`src/dac_pwr_consts.vh`:
```
/*
  Constants for the channel power and fault supervisor: register offsets,
  field positions, reset values and timing counts.
  Assumes a 125 MHz system clock and a 32-bit classic Wishbone slave.
*/
`ifndef DAC_PWR_CONSTS_VH
`define DAC_PWR_CONSTS_VH

// ==========================================================================
// Register offsets (byte addresses)
`define OFS_POWER_CTRL     8'h08
`define OFS_CONTROL        8'h0c
`define OFS_DATA_WRITE     8'h10
`define OFS_SUPPLY_STAT    8'h14
`define OFS_SETTLE_STAT    8'h18

// ==========================================================================
// Register select pattern that names the power control register
`define REG_SEL_POWER      3'h2
`define REG_SEL_WIDTH      3

// ==========================================================================
// Power control register fields
`define PC_POWERUP_LSB     0
`define PC_THERMAL_BIT     5
`define PC_OVERCUR_LSB     7

// Control register fields
`define CTL_CLAMP_EN_BIT   0
`define CTL_THERMAL_EN_BIT 1

// Data write register: channel in bits 17:16, a word written with byte lane 2 selected marks channel valid
`define DW_CHAN_LSB        16

// ==========================================================================
// Reset values
`define RST_POWERUP        4'h0
`define RST_CLAMP_EN       1'b1
`define RST_THERMAL_EN     1'b0

// ==========================================================================
// Timing
`define CLK_FREQ_MHZ       125
`define POWERUP_TIME_NS    10000
`define POWERUP_CYCLES     ((`POWERUP_TIME_NS * `CLK_FREQ_MHZ + 999) / 1000)
`define SETTLE_CNT_W       11

`endif

```
`src/chan_settle_timer.v`:
```
/*
  Power-up settle timer for one channel: counts the wait after the channel
  is powered up, before its output may be loaded.
  Assumes the power-up level comes from a flop in the same clock domain.
*/
`timescale 1ns/1ps
`include "dac_pwr_consts.vh"

module chan_settle_timer (
  input  wire clk_i,
  input  wire rst_n_i,
  input  wire powered_i,
  output reg  settled_o
);

  reg [`SETTLE_CNT_W-1:0] count;

  // Restarts whenever the channel drops out of power-up
  always @(posedge clk_i or negedge rst_n_i) begin
    if (!rst_n_i) begin
      count     <= {`SETTLE_CNT_W{1'b0}};
      settled_o <= 1'b0;
    end else if (!powered_i) begin
      count     <= {`SETTLE_CNT_W{1'b0}};
      settled_o <= 1'b0;
    end else if (count == `POWERUP_CYCLES - 1) begin
      settled_o <= 1'b1;
    end else begin
      count <= count + {{(`SETTLE_CNT_W-1){1'b0}}, 1'b1};
    end
  end

endmodule // chan_settle_timer

```
`src/dac_channel_power_fault_control.v`:
```
/*
  Channel power and fault supervisor for a four-channel voltage output
  converter: power-up output hold, per-channel power-down, overcurrent
  handling in clamp or auto power-down mode, and thermal shutdown.
  Assumes fault and supply inputs are already synchronous to clk_i and that
  software reaches the registers over classic Wishbone.
*/
// The implementer's own choices: the register addresses and register access over Wishbone.
// Behaviour
// - In power-up each output is grounded and isolated until supply good and a word lands.
// - Once that hold is met the ground clamp is released and the amplifier connected.
// - Each channel powers down on its own and all start powered down after reset.
// - A powered-down channel has its amplifier cut off and its pin clamped to ground.
// - The clamp-enable bit picks the overcurrent response: one limits, zero powers down.
// - In limit mode a short sets the channel overcurrent flag while current is limited.
// - In limit mode the overcurrent flag clears by itself when the short goes away.
// - In auto power-down mode a short powers down, clamps and isolates only that channel.
// - In auto power-down mode the shorted channel sets its flag and clears its power-up bit.
// - Thermal shutdown is off after reset and armed only by its control register enable bit.
// - When armed and the core overheats the device shuts down and sets the thermal flag.
// - A set power-up bit runs the channel and loading waits for the settle time.
// - With thermal enable set, overtemperature powers down all four channels and sets the read-only thermal flag.
// - The power control register is selected by the register-select pattern 010.
`timescale 1ns/1ps
`include "dac_pwr_consts.vh"

module dac_channel_power_fault_control (
  input  wire        clk_i,
  input  wire        rst_n_i,
  // Wishbone classic slave
  input  wire        wb_cyc_i,
  input  wire        wb_stb_i,
  input  wire        wb_we_i,
  input  wire [7:0]  wb_adr_i,
  input  wire [3:0]  wb_sel_i,
  input  wire [31:0] wb_dat_i,
  output reg  [31:0] wb_dat_o,
  output reg         wb_ack_o,
  // Analog side status
  input  wire        supply_good_i,
  input  wire [3:0]  short_detect_i,
  input  wire        overtemp_i,
  // Analog side controls
  output reg  [3:0]  amp_output_gate_o,
  output reg  [3:0]  ground_clamp_gate_o,
  output reg  [3:0]  current_limit_o,
  output reg         thermal_shutdown_o,
  output wire [3:0]  load_allowed_o
);

  // ==========================================================================
  // Helpers

  // Register-select field of an offset, word index bits 4:2
  function [`REG_SEL_WIDTH-1:0] reg_sel;
    input [7:0] adr;
    begin
      reg_sel = adr[4:2];
    end
  endfunction

  // Byte lane merge of a 32-bit word
  function [31:0] merge_lanes;
    input [31:0] old_val;
    input [31:0] new_val;
    input [3:0]  sel;
    integer      b;
    begin
      merge_lanes = old_val;
      for (b = 0; b < 4; b = b + 1) begin
        if (sel[b]) begin
          merge_lanes[b*8 +: 8] = new_val[b*8 +: 8];
        end
      end
    end
  endfunction

  // ==========================================================================
  // State

  reg  [3:0] channel_powerup_bit;
  reg  [3:0] overcurrent_flag;
  reg        thermal_flag;
  reg        clamp_enable;
  reg        thermal_enable;
  reg  [3:0] word_valid;
  reg  [3:0] short_q;
  reg        overtemp_q;
  wire [3:0] settled;

  reg  [3:0] next_powerup;
  reg  [3:0] next_overcurrent;
  reg        next_thermal;
  reg  [3:0] hold_release;
  reg  [3:0] run;

  wire        bus_req  = wb_cyc_i & wb_stb_i & ~wb_ack_o;
  wire        bus_wr   = bus_req & wb_we_i;
  wire        wr_power = bus_wr & (wb_adr_i == `OFS_POWER_CTRL)
                         & (reg_sel(wb_adr_i) == `REG_SEL_POWER);
  wire        wr_ctl   = bus_wr & (wb_adr_i == `OFS_CONTROL);
  wire        wr_data  = bus_wr & (wb_adr_i == `OFS_DATA_WRITE);
  wire [31:0] pc_word  = merge_lanes(32'h0000_0000, wb_dat_i, wb_sel_i);
  wire [31:0] ctl_word = merge_lanes({30'h0000_0000, thermal_enable, clamp_enable},
                                     wb_dat_i, wb_sel_i);
  wire [1:0]  data_ch  = wb_dat_i[`DW_CHAN_LSB +: 2];

  // ==========================================================================
  // Fault inputs are registered once on the clock
  always @(posedge clk_i or negedge rst_n_i) begin
    if (!rst_n_i) begin
      short_q    <= 4'h0;
      overtemp_q <= 1'b0;
    end else begin
      short_q    <= short_detect_i;
      overtemp_q <= overtemp_i;
    end
  end

  // ==========================================================================
  // Power and fault next state
  integer c;
  always @* begin
    next_powerup     = channel_powerup_bit;
    next_overcurrent = overcurrent_flag;
    next_thermal     = thermal_flag;
    if (wr_power && wb_sel_i[0]) begin
      next_powerup = pc_word[`PC_POWERUP_LSB +: 4];
    end
    for (c = 0; c < 4; c = c + 1) begin
      if (clamp_enable) begin
        // Flag follows the short directly, so it drops when the short goes
        next_overcurrent[c] = short_q[c] & channel_powerup_bit[c];
      end else if (short_q[c] && channel_powerup_bit[c]) begin
        // Fault on a channel already powered up beats a same-cycle software write of its bit
        next_overcurrent[c] = 1'b1;
        next_powerup[c]     = 1'b0;
      end else if (next_powerup[c] && !channel_powerup_bit[c]) begin
        // A fresh power-up starts with a clean flag
        next_overcurrent[c] = 1'b0;
      end
    end
    if (thermal_enable && overtemp_q) begin
      next_thermal = 1'b1;
      next_powerup = 4'h0;
    end else if (wr_power && wb_sel_i[0] && !overtemp_q) begin
      // Software re-arming the channels after cooling clears the flag
      next_thermal = 1'b0;
    end
  end

  always @(posedge clk_i or negedge rst_n_i) begin
    if (!rst_n_i) begin
      channel_powerup_bit <= `RST_POWERUP;
      overcurrent_flag    <= 4'h0;
      thermal_flag        <= 1'b0;
    end else begin
      channel_powerup_bit <= next_powerup;
      overcurrent_flag    <= next_overcurrent;
      thermal_flag        <= next_thermal;
    end
  end

  // ==========================================================================
  // Control register
  always @(posedge clk_i or negedge rst_n_i) begin
    if (!rst_n_i) begin
      clamp_enable   <= `RST_CLAMP_EN;
      thermal_enable <= `RST_THERMAL_EN;
    end else if (wr_ctl) begin
      clamp_enable   <= ctl_word[`CTL_CLAMP_EN_BIT];
      thermal_enable <= ctl_word[`CTL_THERMAL_EN_BIT];
    end
  end

  // ==========================================================================
  // Power-up hold: a channel stays held until a word lands while supplies
  // are good; a supply drop re-arms the hold for every channel.
  always @(posedge clk_i or negedge rst_n_i) begin
    if (!rst_n_i) begin
      word_valid <= 4'h0;
    end else if (!supply_good_i) begin
      word_valid <= 4'h0;
    end else if (wr_data && wb_sel_i[2]) begin
      word_valid[data_ch] <= 1'b1;
    end
  end

  // ==========================================================================
  // Settle timers
  genvar g;
  generate
    for (g = 0; g < 4; g = g + 1) begin : g_settle
      chan_settle_timer u_settle (
        .clk_i     (clk_i),
        .rst_n_i   (rst_n_i),
        .powered_i (channel_powerup_bit[g]),
        .settled_o (settled[g])
      );
    end
  endgenerate

  assign load_allowed_o = settled & word_valid & {4{supply_good_i}};

  // ==========================================================================
  // Output gates
  always @* begin
    hold_release = word_valid & {4{supply_good_i}};
    run          = hold_release & channel_powerup_bit;
  end

  always @(posedge clk_i or negedge rst_n_i) begin
    if (!rst_n_i) begin
      amp_output_gate_o   <= 4'h0;
      ground_clamp_gate_o <= 4'hf;
      current_limit_o     <= 4'h0;
      thermal_shutdown_o  <= 1'b0;
    end else begin
      amp_output_gate_o   <= run;
      ground_clamp_gate_o <= ~run;
      current_limit_o     <= {4{clamp_enable}} & short_q & channel_powerup_bit;
      thermal_shutdown_o  <= thermal_flag;
    end
  end

  // ==========================================================================
  // Wishbone slave: registered ack one cycle after the request; unmapped reads return zero
  always @(posedge clk_i or negedge rst_n_i) begin
    if (!rst_n_i) begin
      wb_ack_o <= 1'b0;
      wb_dat_o <= 32'h0000_0000;
    end else begin
      wb_ack_o <= bus_req;
      wb_dat_o <= 32'h0000_0000;
      if (bus_req && !wb_we_i) begin
        case (wb_adr_i)
          `OFS_POWER_CTRL: begin
            wb_dat_o <= {21'h000000, overcurrent_flag, 1'b0, thermal_flag,
                         1'b0, channel_powerup_bit};
          end
          `OFS_CONTROL: begin
            wb_dat_o <= {30'h00000000, thermal_enable, clamp_enable};
          end
          `OFS_SUPPLY_STAT: begin
            wb_dat_o <= {27'h0000000, word_valid, supply_good_i};
          end
          `OFS_SETTLE_STAT: begin
            wb_dat_o <= {28'h0000000, load_allowed_o};
          end
          default: begin
            wb_dat_o <= 32'h0000_0000;
          end
        endcase
      end
    end
  end

endmodule // dac_channel_power_fault_control

```
`config.mk`:
```
export PLATFORM = sky130hd
export DESIGN_NAME = dac_channel_power_fault_control
export DESIGN_NICKNAME = d
export VERILOG_FILES = /design/src/chan_settle_timer.v /design/src/dac_channel_power_fault_control.v
export VERILOG_INCLUDE_DIRS = /design/src
export SDC_FILE = /design/constraint.sdc
export NUM_CORES = 1
export LEC_CHECK = 0
export ABC_AREA = 1
export BUFFER_PORTS_ARGS = -buffer_cell sky130_fd_sc_hd__buf_2
export CAP_MARGIN = 10
export CORE_MARGIN = 2
export CORE_UTILIZATION = 49
export CTS_CLUSTER_SIZE = 25
export DETAILED_ROUTE_END_ITERATION = 16
export PLACE_DENSITY = 0.76
export SYNTH_ARGS = -nofsm -noshare
export SYNTH_HDL_FRONTEND = slang
export SYNTH_SLANG_ARGS = --single-unit
```
`constraint.sdc`:
```
create_clock -name clk_i -period 1.2 [get_ports clk_i]
set_clock_uncertainty 0.05 [all_clocks]
set_input_delay 0.36 -clock clk_i [delete_from_list [all_inputs] [get_ports clk_i]]
set_output_delay 0.36 -clock clk_i [all_outputs]
set_load 0.02 [all_outputs]
```
==> flow_metrics.py, run 1 <==
metrics = {
    "placed_design": {
        "io_buffers": 54,
        "hpwlAfterDp_um": 7790,
        "place_ws_ps": -268,
        "gp_congestion": 0.883,
    },
    "worst_setup_path": {
        "rrSetupSlack_ps": -200,
        "crit_type": "reg2out",
        "startpoint_type": "flip-flop",
        "startpoint": "word_valid[2]$_DFFE_PN0P_",
        "crit_path_end": "load_allowed_o[2]",
        "cp_slowest_stage_delay_ps": 400,
        "critPathArrivalTime_ps": 1080,
        "reg2regPathDepth": 6,
        "required_ps": 790,
        "cp_max_fo": 2,
        "cp-end-kind": "output pin",
        "slowest_stage": "dfrtp_1",
        "r2r_start": "g_settle[1].u_settle.count[1]$_DFFE_PN0P_",
        "r2r-end": "g_settle[1].u_settle.count[10]$_DFFE_PN0P_",
        "crit_chain": "nand2_2, nor2_4, buf_6",
    },
    "timing": {
        "fin_crit_ps": 1490,
        "hold_violations": 0,
        "fin_ws_ps": -295,
        "rsz0062_at_grt": "yes",
        "fmax_mhz": 669,
        "drv_slew": 0,
        "fin_crit_sh": 1.25,
        "setup_viol": 87,
    },
    "worst_hold_path": {
        "hp-class": "in2reg",
    },
    "final_layout": {
        "fin_util": 0.725,
        "layout-area-overhead-vs-synth_pct": 44.7,
        "drive_gt1_frac": 0.447,
        "layout_commonest_cell": "nand2_1",
        "layout.nets": 759,
        "diodes": 0,
        "mostFrequentLayoutCells": "87 x nand2_1, 74 x dfrtp_1, 67 x nor2_1, 67 x buf_4, 51 x inv_1",
        "fillers": 576,
    },
    "clocking": {
        "cts_buffers": 9,
        "cts_sinks": 92,
        "cts_buffer_depth": 2,
        "htreeDepth": 3,
        "clk_pin_slew_ps": 90,
        "cts_root_buffer": "clkbuf_8",
        "clk_latency_ps": 360,
        "cts_tree": "built",
    },
    "synthesis": {
        "synth_area_leaders": "dfrtp_1 47%, nand2_1 9.0%, nor2_1 7.6%, nand3_1 5.8%, inv_1 5.4%",
        "synth-xor-area-share": 0.0304,
        "synthSimpleGateAreaFrac": 0.306,
        "ys.warnings.count": 0,
        "synth_edf_count": 0,
        "synth.distinct_cells": 32,
        "netlist_instances": 558,
        "synth_area_leader_cell": "dfrtp_1",
        "async_flop_share": 1.00,
        "synth_area_um2": 4610,
        "ys_seq_elements": 92,
        "ys_seq_area_frac": 0.501,
        "synth_top_area_frac": 0.473,
        "synthFlopType": "dfrtp_1",
        "synth_compound_area_frac": 0.0388,
        "yosys.area_share.adder": 0.0217,
        "muxShareOfSynthArea": 0,
        "avgSynthCellArea_um2": 8.25,
        "synth_top_family_by_area": "simple AND/OR/NAND/NOR gates",
    },
    "drt": {
        "vias_per_cell": 5.36,
        "postRouteAntennaNets": 0,
        "dr_total_vias": 4344,
        "totalWireLength_um": 12700,
        "drt_iter0_markers": 216,
        "post_drt_wl_per_cell_um": 15.7,
        "maxUsedRoutingLayer": "met4",
        "drc": 0,
        "drt-met1-wl_um": 5040,
        "firstDrtPassIters": 5,
        "wl_met3_um": 793,
        "wl_met2_um": 6540,
    },
    "power_and_ir_drop": {
        "p_comb_frac": 0.064,
        "netSwitchingFraction": 0.238,
        "seqPwrFrac": 0.562,
        "intPower_uw": 4240,
        "vdd_drop_max_uv": 613,
        "switchingPower_uw": 1320,
        "leakage_uw": 0.00316,
        "power_density_nw_per_um2": 834,
        "p_clk_frac": 0.374,
    },
    "die": {
        "die_area_um2": 10200,
        "boundaryPins": 105,
        "std_cell_rows": 35,
        "start_util": 0.501,
        "die_h_um": 101,
        "core_area_um2": 9200,
        "die_w_um": 101,
    },
    "grt": {
        "antenna_found_initial": 0,
        "grt_util_all_layers": 0.238,
        "grt_max_degree": 32,
        "grt_pass1_vias": 4091,
        "grt_pass1_wl_um": 18900,
        "grt-ovfl-total": 0,
    },
    "run": {
        "cap_viol_max_count": 0,
    },
    "run_status": {
        "status": "finished, violations left",
        "failed_checks": "negative setup slack",
    },
}
==> layout make-up <==
cell class / count / area (um2) / share of cell area
Clock buffer: 13 / 149 / 0.0223
Multi-Input combinational cell: 387 / 2600 / 0.391
Clock inverter: 2 / 37.5 / 0.00563
Tap cell: 111 / 139 / 0.0208
Timing Repair Buffer: 135 / 1140 / 0.171
Inverter: 71 / 274 / 0.0411
Sequential cell: 92 / 2320 / 0.349
==> how the worst min path moves through the flow <==
stage	from	endpoint	slack, ps	depth (start not counted)
4_1_cts	short_detect_i[0]	short_q[0]$_DFF_PN0_	40	1
3_5_place_dp	rst_n_i	g_settle[1].u_settle.count[9]$_DFFE_PN0P_	220	1
3_3_place_gp	rst_n_i	g_settle[1].u_settle.count[9]$_DFFE_PN0P_	210	1
5_1_grt	short_detect_i[3]	short_q[3]$_DFF_PN0_	50	1
2_1_floorplan	rst_n_i	amp_output_gate_o[0]$_DFF_PN0_	10	0
6_report	short_detect_i[0]	short_q[0]$_DFF_PN0_	50	1
==> per-stage QoR <==
step	instance area, um2	TNS (ps)	hold slack [ps]	power (uW)	instances
6_report	6670	-8710	53.2	5560	811
5_1_grt	6670	-13230	51.5	5730	811
4_1_cts	6130	-7380	43.2	5550	794
3_5_place_dp	5330	-6700	219	3480	763
3_3_place_gp	5330	-4330	212	3480	763
2_1_floorplan	4730	-70.9	14.4	3360	579
==> repair_timing <==
item	CTS	global route
hold buffers	1	0
setup buffers	15	18
gates resized for setup	144	109
pin swaps	29	49
endpoints found under the setup margin	76	96
endpoints found under the hold margin	15	0
cloned	0	0
==> registers in the layout, indices dropped and copies added, names as in the netlist, 4 cells and up <==
name,cells
amp_output_gate_o,4
short_q,4
current_limit_o,4
overcurrent_flag,4
channel_powerup_bit,4
wb_dat_o,10
g_settle.u_settle.count,44
ground_clamp_gate_o,4
word_valid,4
g_settle.u_settle.settled_o,4
==> synthesized netlist by cell type, types with 5 or more instances <==
cell type	n
nand3b_1	6
inv_1	66
o21ai_0	11
nor3_1	10
nand2_1	110
dfrtp_1	87
dfstp_2	5
a21oi_1	15
nand3_1	53
xor2_1	13
nor2_1	93
ha_1	8
buf_4	23
nand2_2	5
nor2_2	6
nand4_1	13
==> power by group through the flow <==
stage          clock network [uW]  registers, uW  logic [uW]
2_1_floorplan                   0           3180         179
3_3_place_gp                    0           3180         296
3_5_place_dp                    0           3180         302
4_1_cts                      2100           3120         321
5_1_grt                      2210           3130         388
6_report                     2080           3120         354
==> routing by layer <==
layer / track usage / up-vias
li1: - / 1994
met4: 0.110 / 0
met2: 0.404 / 197
met3: 0.0347 / 42
met5: 0 / -
met1: 0.301 / 2111
==> critical path, delay by kind of cell, from the launching register on <==
kind / cells / cell delay [ps]
buf+inv: 1 / 130
flops: 1 / 400
simple gates: 2 / 200
==> cells by family (layout without fill, tap and decap cells) <==
kind of cell,after synthesis,in the layout
buffers and inverters,100,221
adder cells (fa/ha/maj),8,8
flip-flops,92,92
other,1,22
AO/OA/AOI/OAI,33,33
AND/OR/NAND/NOR,308,308
XOR/XNOR,16,16
Note: power is estimated with default switching activity, not from simulation.
==> run 2: changes to the inputs <==
Settings changed: CAP_MARGIN 10 to default, CORE_UTILIZATION 49 to 50, CTS_BUF_LIST from default to sky130_fd_sc_hd__clkbuf_4, PLACE_DENSITY 0.76 to 0.78.
==> run 2 against run 1 <==
The flow still finishes with violations (negative setup slack). Largest power group unchanged. Critical endpoint is now load_allowed_o[1]. Hold slack improved by 27 ps. Setup slack got worse by 93 ps. Cell count rose by 0.25%.
==> flow_metrics.py, run 2 (synthesis results as in run 1) <==
metrics = {
    "power_and_ir_drop": {
        "p_comb_frac": 0.067,
        "vdd_drop_max_uv": 540,
        "seqPwrFrac": 0.605,
        "switchingPower_uw": 1320,
        "netSwitchingFraction": 0.254,
        "power_density_nw_per_um2": 786,
        "fin_total_pwr_uw": 5170,
        "p_clk_frac": 0.329,
        "leakage_uw": 0.00311,
        "intPower_uw": 3860,
    },
    "worst_setup_path": {
        "crit_type": "reg2out",
        "r2r_start": "wb_ack_o$_DFF_PN0_",
        "reg2regPathDepth": 6,
        "startpoint_type": "flip-flop",
        "cp_max_fo": 2,
        "cp-end-kind": "output pin",
        "required_ps": 790,
        "critPathArrivalTime_ps": 1180,
        "rrSetupSlack_ps": -220,
        "r2r-end": "thermal_flag$_DFFE_PN0P_",
    },
    "grt": {
        "antenna_found_initial": 0,
        "grt_pass1_vias": 4110,
        "grt_util_all_layers": 0.234,
        "grt_pass1_wl_um": 18600,
        "grt_max_degree": 26,
        "grt-ovfl-total": 0,
    },
    "timing": {
        "hold_ws_ps": 80.4,
        "fin_ws_ps": -388,
        "fin_crit_sh": 1.32,
        "fmax_mhz": 630,
        "drv_slew": 0,
        "rsz0062_at_grt": "yes",
        "hold_violations": 0,
        "fin_crit_ps": 1590,
        "setup_viol": 81,
    },
    "clocking": {
        "cts_root_buffer": "clkbuf_4",
        "cts_buffers": 9,
        "cts_buffer_depth": 2,
        "htreeDepth": 3,
        "cts_tree": "built",
        "clk_latency_ps": 450,
        "cts_sinks": 92,
        "clk_pin_slew_ps": 140,
    },
    "placed_design": {
        "io_buffers": 54,
        "gp_congestion": 0.831,
        "hpwlAfterDp_um": 7750,
    },
    "final_layout": {
        "diodes": 0,
        "top_register": "g_settle.u_settle.count",
        "drive_gt1_frac": 0.433,
        "layout-area-overhead-vs-synth_pct": 42.8,
        "mostFrequentLayoutCells": "87 x nand2_1, 74 x nor2_1, 73 x dfrtp_1",
        "fillers": 589,
        "layout_commonest_cell": "nand2_1",
        "largest_reg_flops": 44,
        "reg_top3": "g_settle.u_settle.count (44), wb_dat_o (10)",
        "layout.nets": 760,
    },
    "run": {
        "cap_viol_max_count": 0,
    },
    "drt": {
        "firstDrtPassIters": 4,
        "drt_iter0_markers": 243,
        "vias_per_cell": 5.23,
        "dr_total_vias": 4256,
        "post_drt_wl_per_cell_um": 14.8,
        "postRouteAntennaNets": 0,
        "drc": 0,
        "totalWireLength_um": 12000,
    },
    "worst_hold_path": {
        "whs_path_depth": 3,
        "hold_end": "clamp_enable$_DFFE_PN1P_",
        "hp-class": "in2reg",
        "hp-start": "wb_dat_i[0]",
    },
    "run_status": {
        "failed_checks": "negative setup slack",
        "status": "finished, violations left",
    },
    "die": {
        "die_area_um2": 10000,
        "start_util": 0.508,
        "core_area_um2": 9060,
        "boundaryPins": 105,
        "die_w_um": 100,
        "std_cell_rows": 35,
        "die_h_um": 100,
    },
}
run 2: power by group through the flow:
stage | Combinational (uW) | Clock, uW | Sequential, uW
after global placement | 303 | 0 | 3180
after detailed placement | 309 | 0 | 3180
final | 345 | 1700 | 3130
after CTS | 338 | 1730 | 3130
after global routing | 382 | 1860 | 3130
after floorplan | 179 | 0 | 3180
run 2: how the worst max path moves through the flow:
| stage | from | to | cells after the start |
|---|---|---|---|
| final | word_valid[1]$_DFFE_PN0P_ | load_allowed_o[1] | 3 |
| after global routing | word_valid[2]$_DFFE_PN0P_ | load_allowed_o[2] | 3 |
| after CTS | word_valid[1]$_DFFE_PN0P_ | load_allowed_o[1] | 3 |
| after detailed placement | wb_adr_i[5] | thermal_enable$_DFFE_PN0P_ | 7 |
| after global placement | wb_adr_i[7] | thermal_enable$_DFFE_PN0P_ | 7 |
| after floorplan | g_settle[1].u_settle.count[0]$_DFFE_PN0P_ | g_settle[1].u_settle.count[8]$_DFFE_PN0P_ | 6 |
run 2: repair_timing:
item / 4_1_cts / 5_1_grt
setup endpoints to repair: 79 / 93
hold buffers: 6 / 0
pin swaps: 35 / 47
resized for setup: 134 / 98
setup buffers: 18 / 19
hold endpoints to repair: 92 / 0
run 2: cell type report:
cell class	count	area, um2	share of cell area
timing repair buffer	136	1190	0.181
sequential	92	2330	0.354
clock buffer	9	67.6	0.0103
multi-input combinational	387	2510	0.382
inverter	71	272	0.0413
clock inverter	7	67.6	0.0103
tap	111	139	0.0211
run 2: routing by layer:
layer | global-route usage | wire [um] | vias up
li1 | - | - | 2003
met1 | 0.281 | 4740 | 2125
met2 | 0.416 | 6590 | 105
met3 | 0.0578 | 492 | 23
met4 | 0.0717 | 218 | 0
met5 | 0 | 0 | -
run 2: critical path, stage by stage (launching register included):
cell     delay, ps
dfrtp_1        390
nand2_2         80
nor2_4         120
buf_6          130
run 2: through the flow:
step | TNS [ps] | setup slack, ps | std cells | instance area, um2 | util
2_1_floorplan | -70.9 | -29.6 | 579 | 4730 | -
3_3_place_gp | -3960 | -168 | 757 | 5310 | 0.586
3_5_place_dp | -5980 | -215 | 757 | 5310 | 0.586
4_1_cts | -10930 | -403 | 797 | 6080 | 0.671
5_1_grt | -17130 | -475 | 813 | 6580 | 0.726
6_report | -11360 | -388 | 813 | 6580 | 0.726
==> run 3: changes to the inputs <==
Settings changed: CORE_UTILIZATION 50 to 51, PLACE_DENSITY 0.78 to 0.79, TNS_END_PERCENT from default to 50.
==> run 3 against run 2 <==
The run still ends with negative setup slack left. Sequential cell count unchanged. Largest cell class is now registers. Non-clock buffer count decreased by 14. Register-to-register slack got worse by 120 ps. Power decreased by 3.7%. Critical endpoint unchanged. Critical path depth unchanged. Highest routed layer unchanged.
==> flow_metrics.py, run 3 (synthesis results as in run 1) <==
metrics = {
    "placed_design": {
        "hpwlAfterDp_um": 7640,
        "dp.cells": 757,
        "gp_congestion": 0.885,
        "place_ws_ps": -288,
        "placed_cell_area_um2": 5310,
        "io_buffers": 54,
    },
    "timing": {
        "rsz0062_at_grt": "yes",
        "drv_slew": 0,
        "fin_crit_ps": 1600,
        "fin_crit_sh": 1.34,
        "hold_violations": 0,
        "fmax_mhz": 624,
        "setup_viol": 86,
        "fin_ws_ps": -404,
        "final.setup.tns_ps": -12950,
    },
    "clocking": {
        "cts_buffer_depth": 2,
        "cts_buffers": 9,
        "clk_pin_slew_ps": 130,
        "cts_tree": "built",
        "cts_root_buffer": "clkbuf_4",
        "clk_latency_ps": 450,
        "cts_sinks": 92,
        "htreeDepth": 3,
    },
    "worst_setup_path": {
        "crit_chain": "nand2_2, nor2_4, buf_6",
        "cp_max_fo": 2,
        "cp_slowest_stage_delay_ps": 400,
        "required_ps": 790,
        "startpoint_type": "flip-flop",
        "path_delay_family": "flip-flops",
        "cp-end-kind": "output pin",
        "crit_type": "reg2out",
        "slowest_stage": "dfrtp_1",
        "critPathArrivalTime_ps": 1190,
        "crit_buf_inv": 1,
    },
    "drt": {
        "postRouteAntennaNets": 0,
        "totalWireLength_um": 11300,
        "drt_iter0_markers": 176,
        "post_drt_wl_per_cell_um": 14.2,
        "firstDrtPassIters": 5,
        "drc": 0,
        "dr_total_vias": 4156,
        "vias_per_cell": 5.22,
    },
    "die": {
        "start_util": 0.528,
        "core_area_um2": 8720,
        "boundaryPins": 105,
        "die_h_um": 99.0,
        "std_cell_rows": 34,
        "die_area_um2": 9810,
        "die_w_um": 99.0,
    },
    "grt": {
        "grt-ovfl-total": 0,
        "grt_util_all_layers": 0.227,
        "top_usage_layer": "met2",
        "grt_pass1_wl_um": 18000,
        "antenna_found_initial": 0,
        "grt_pass1_vias": 4068,
        "gr-usage-met2": 0.383,
        "met3_usage": 0.0319,
        "gr-usage-met1": 0.288,
        "grt_max_degree": 35,
    },
    "worst_hold_path": {
        "hp-class": "in2reg",
    },
    "final_layout": {
        "top_register": "g_settle.u_settle.count",
        "largest_reg_flops": 44,
        "mostFrequentLayoutCells": "94 x nand2_1, 79 x nor2_1, 78 x dfrtp_1",
        "design_area_um2": 6180,
        "layout-area-overhead-vs-synth_pct": 34.1,
        "fin_util": 0.708,
        "reg_top3": "g_settle.u_settle.count (44), wb_dat_o (10)",
        "layout.nets": 746,
        "fin_cells": 796,
        "diodes": 0,
        "drive_gt1_frac": 0.360,
        "layout_commonest_cell": "nand2_1",
    },
    "run": {
        "cap_viol_max_count": 0,
    },
    "power_and_ir_drop": {
        "vdd_drop_max_uv": 800,
        "power_density_nw_per_um2": 806,
        "leakage_uw": 0.00295,
    },
    "run_status": {
        "failed_checks": "negative setup slack",
        "status": "finished, violations left",
    },
}
run 3: path summary, 6_finish.rpt:
path                                                              to  cells after the start  slack, ps                      start
hold / removal                              clamp_enable$_DFFE_PN1P_                      3        120                wb_dat_i[0]
max in group asynchronous           ground_clamp_gate_o[0]$_DFF_PN1_                      3        340                    rst_n_i
hold reg to reg                         thermal_shutdown_o$_DFF_PN0_                      0        420   thermal_flag$_DFFE_PN0P_
setup / recovery                                   load_allowed_o[1]                      3       -400  word_valid[1]$_DFFE_PN0P_
setup reg to reg                     overcurrent_flag[1]$_DFFE_PN0P_                      7       -340         wb_ack_o$_DFF_PN0_
min in group asynchronous  g_settle[1].u_settle.count[4]$_DFFE_PN0P_                      2        230                    rst_n_i
run 3: worst min-delay path, delay by kind of cell:
family                 cells  cell delay [ps]
AO/OA/AOI/OAI              1               70
buffers and inverters      1              120
AND/OR/NAND/NOR            1               70
run 3: power breakdown:
part / internal (uW) / leakage (uW) / switching, uW
clock network: 479 / 0.0000662 / 1010
registers: 3120 / 0.00123 / 10.4
logic: 125 / 0.00165 / 242
run 3: final cells by class:
type | instances | area, um2
clock buffer | 12 | 90.1
clock inverter | 4 | 17.5
fill | 622 | 2540
inverter | 71 | 272
multi-input combinational | 387 | 2310
sequential | 92 | 2320
tap | 108 | 135
timing repair buffer | 122 | 1030
run 3: metrics by stage:
stage                     hold WS (ps)  power [uW]
after floorplan                   14.4        3360
after global placement             174        3490
after detailed placement           184        3500
after CTS                          110        4960
after global routing               109        5150
final                              120        4980
run 3: per-layer routing:
layer  share of wire  up-vias
li1                -     1971
met1            0.41     2004
met2            0.51      141
met3           0.050       40
met4           0.031        0
met5               0        -
run 3: timing repair:
item | in CTS | in global routing
buffers inserted | 7 | 10
resized for setup | 99 | 72
setup endpoints to repair | 77 | 100
hold buffers | 6 | 0
gates cloned | 0 | 0
pin swaps | 21 | 31
endpoints found under the hold margin | 93 | 0
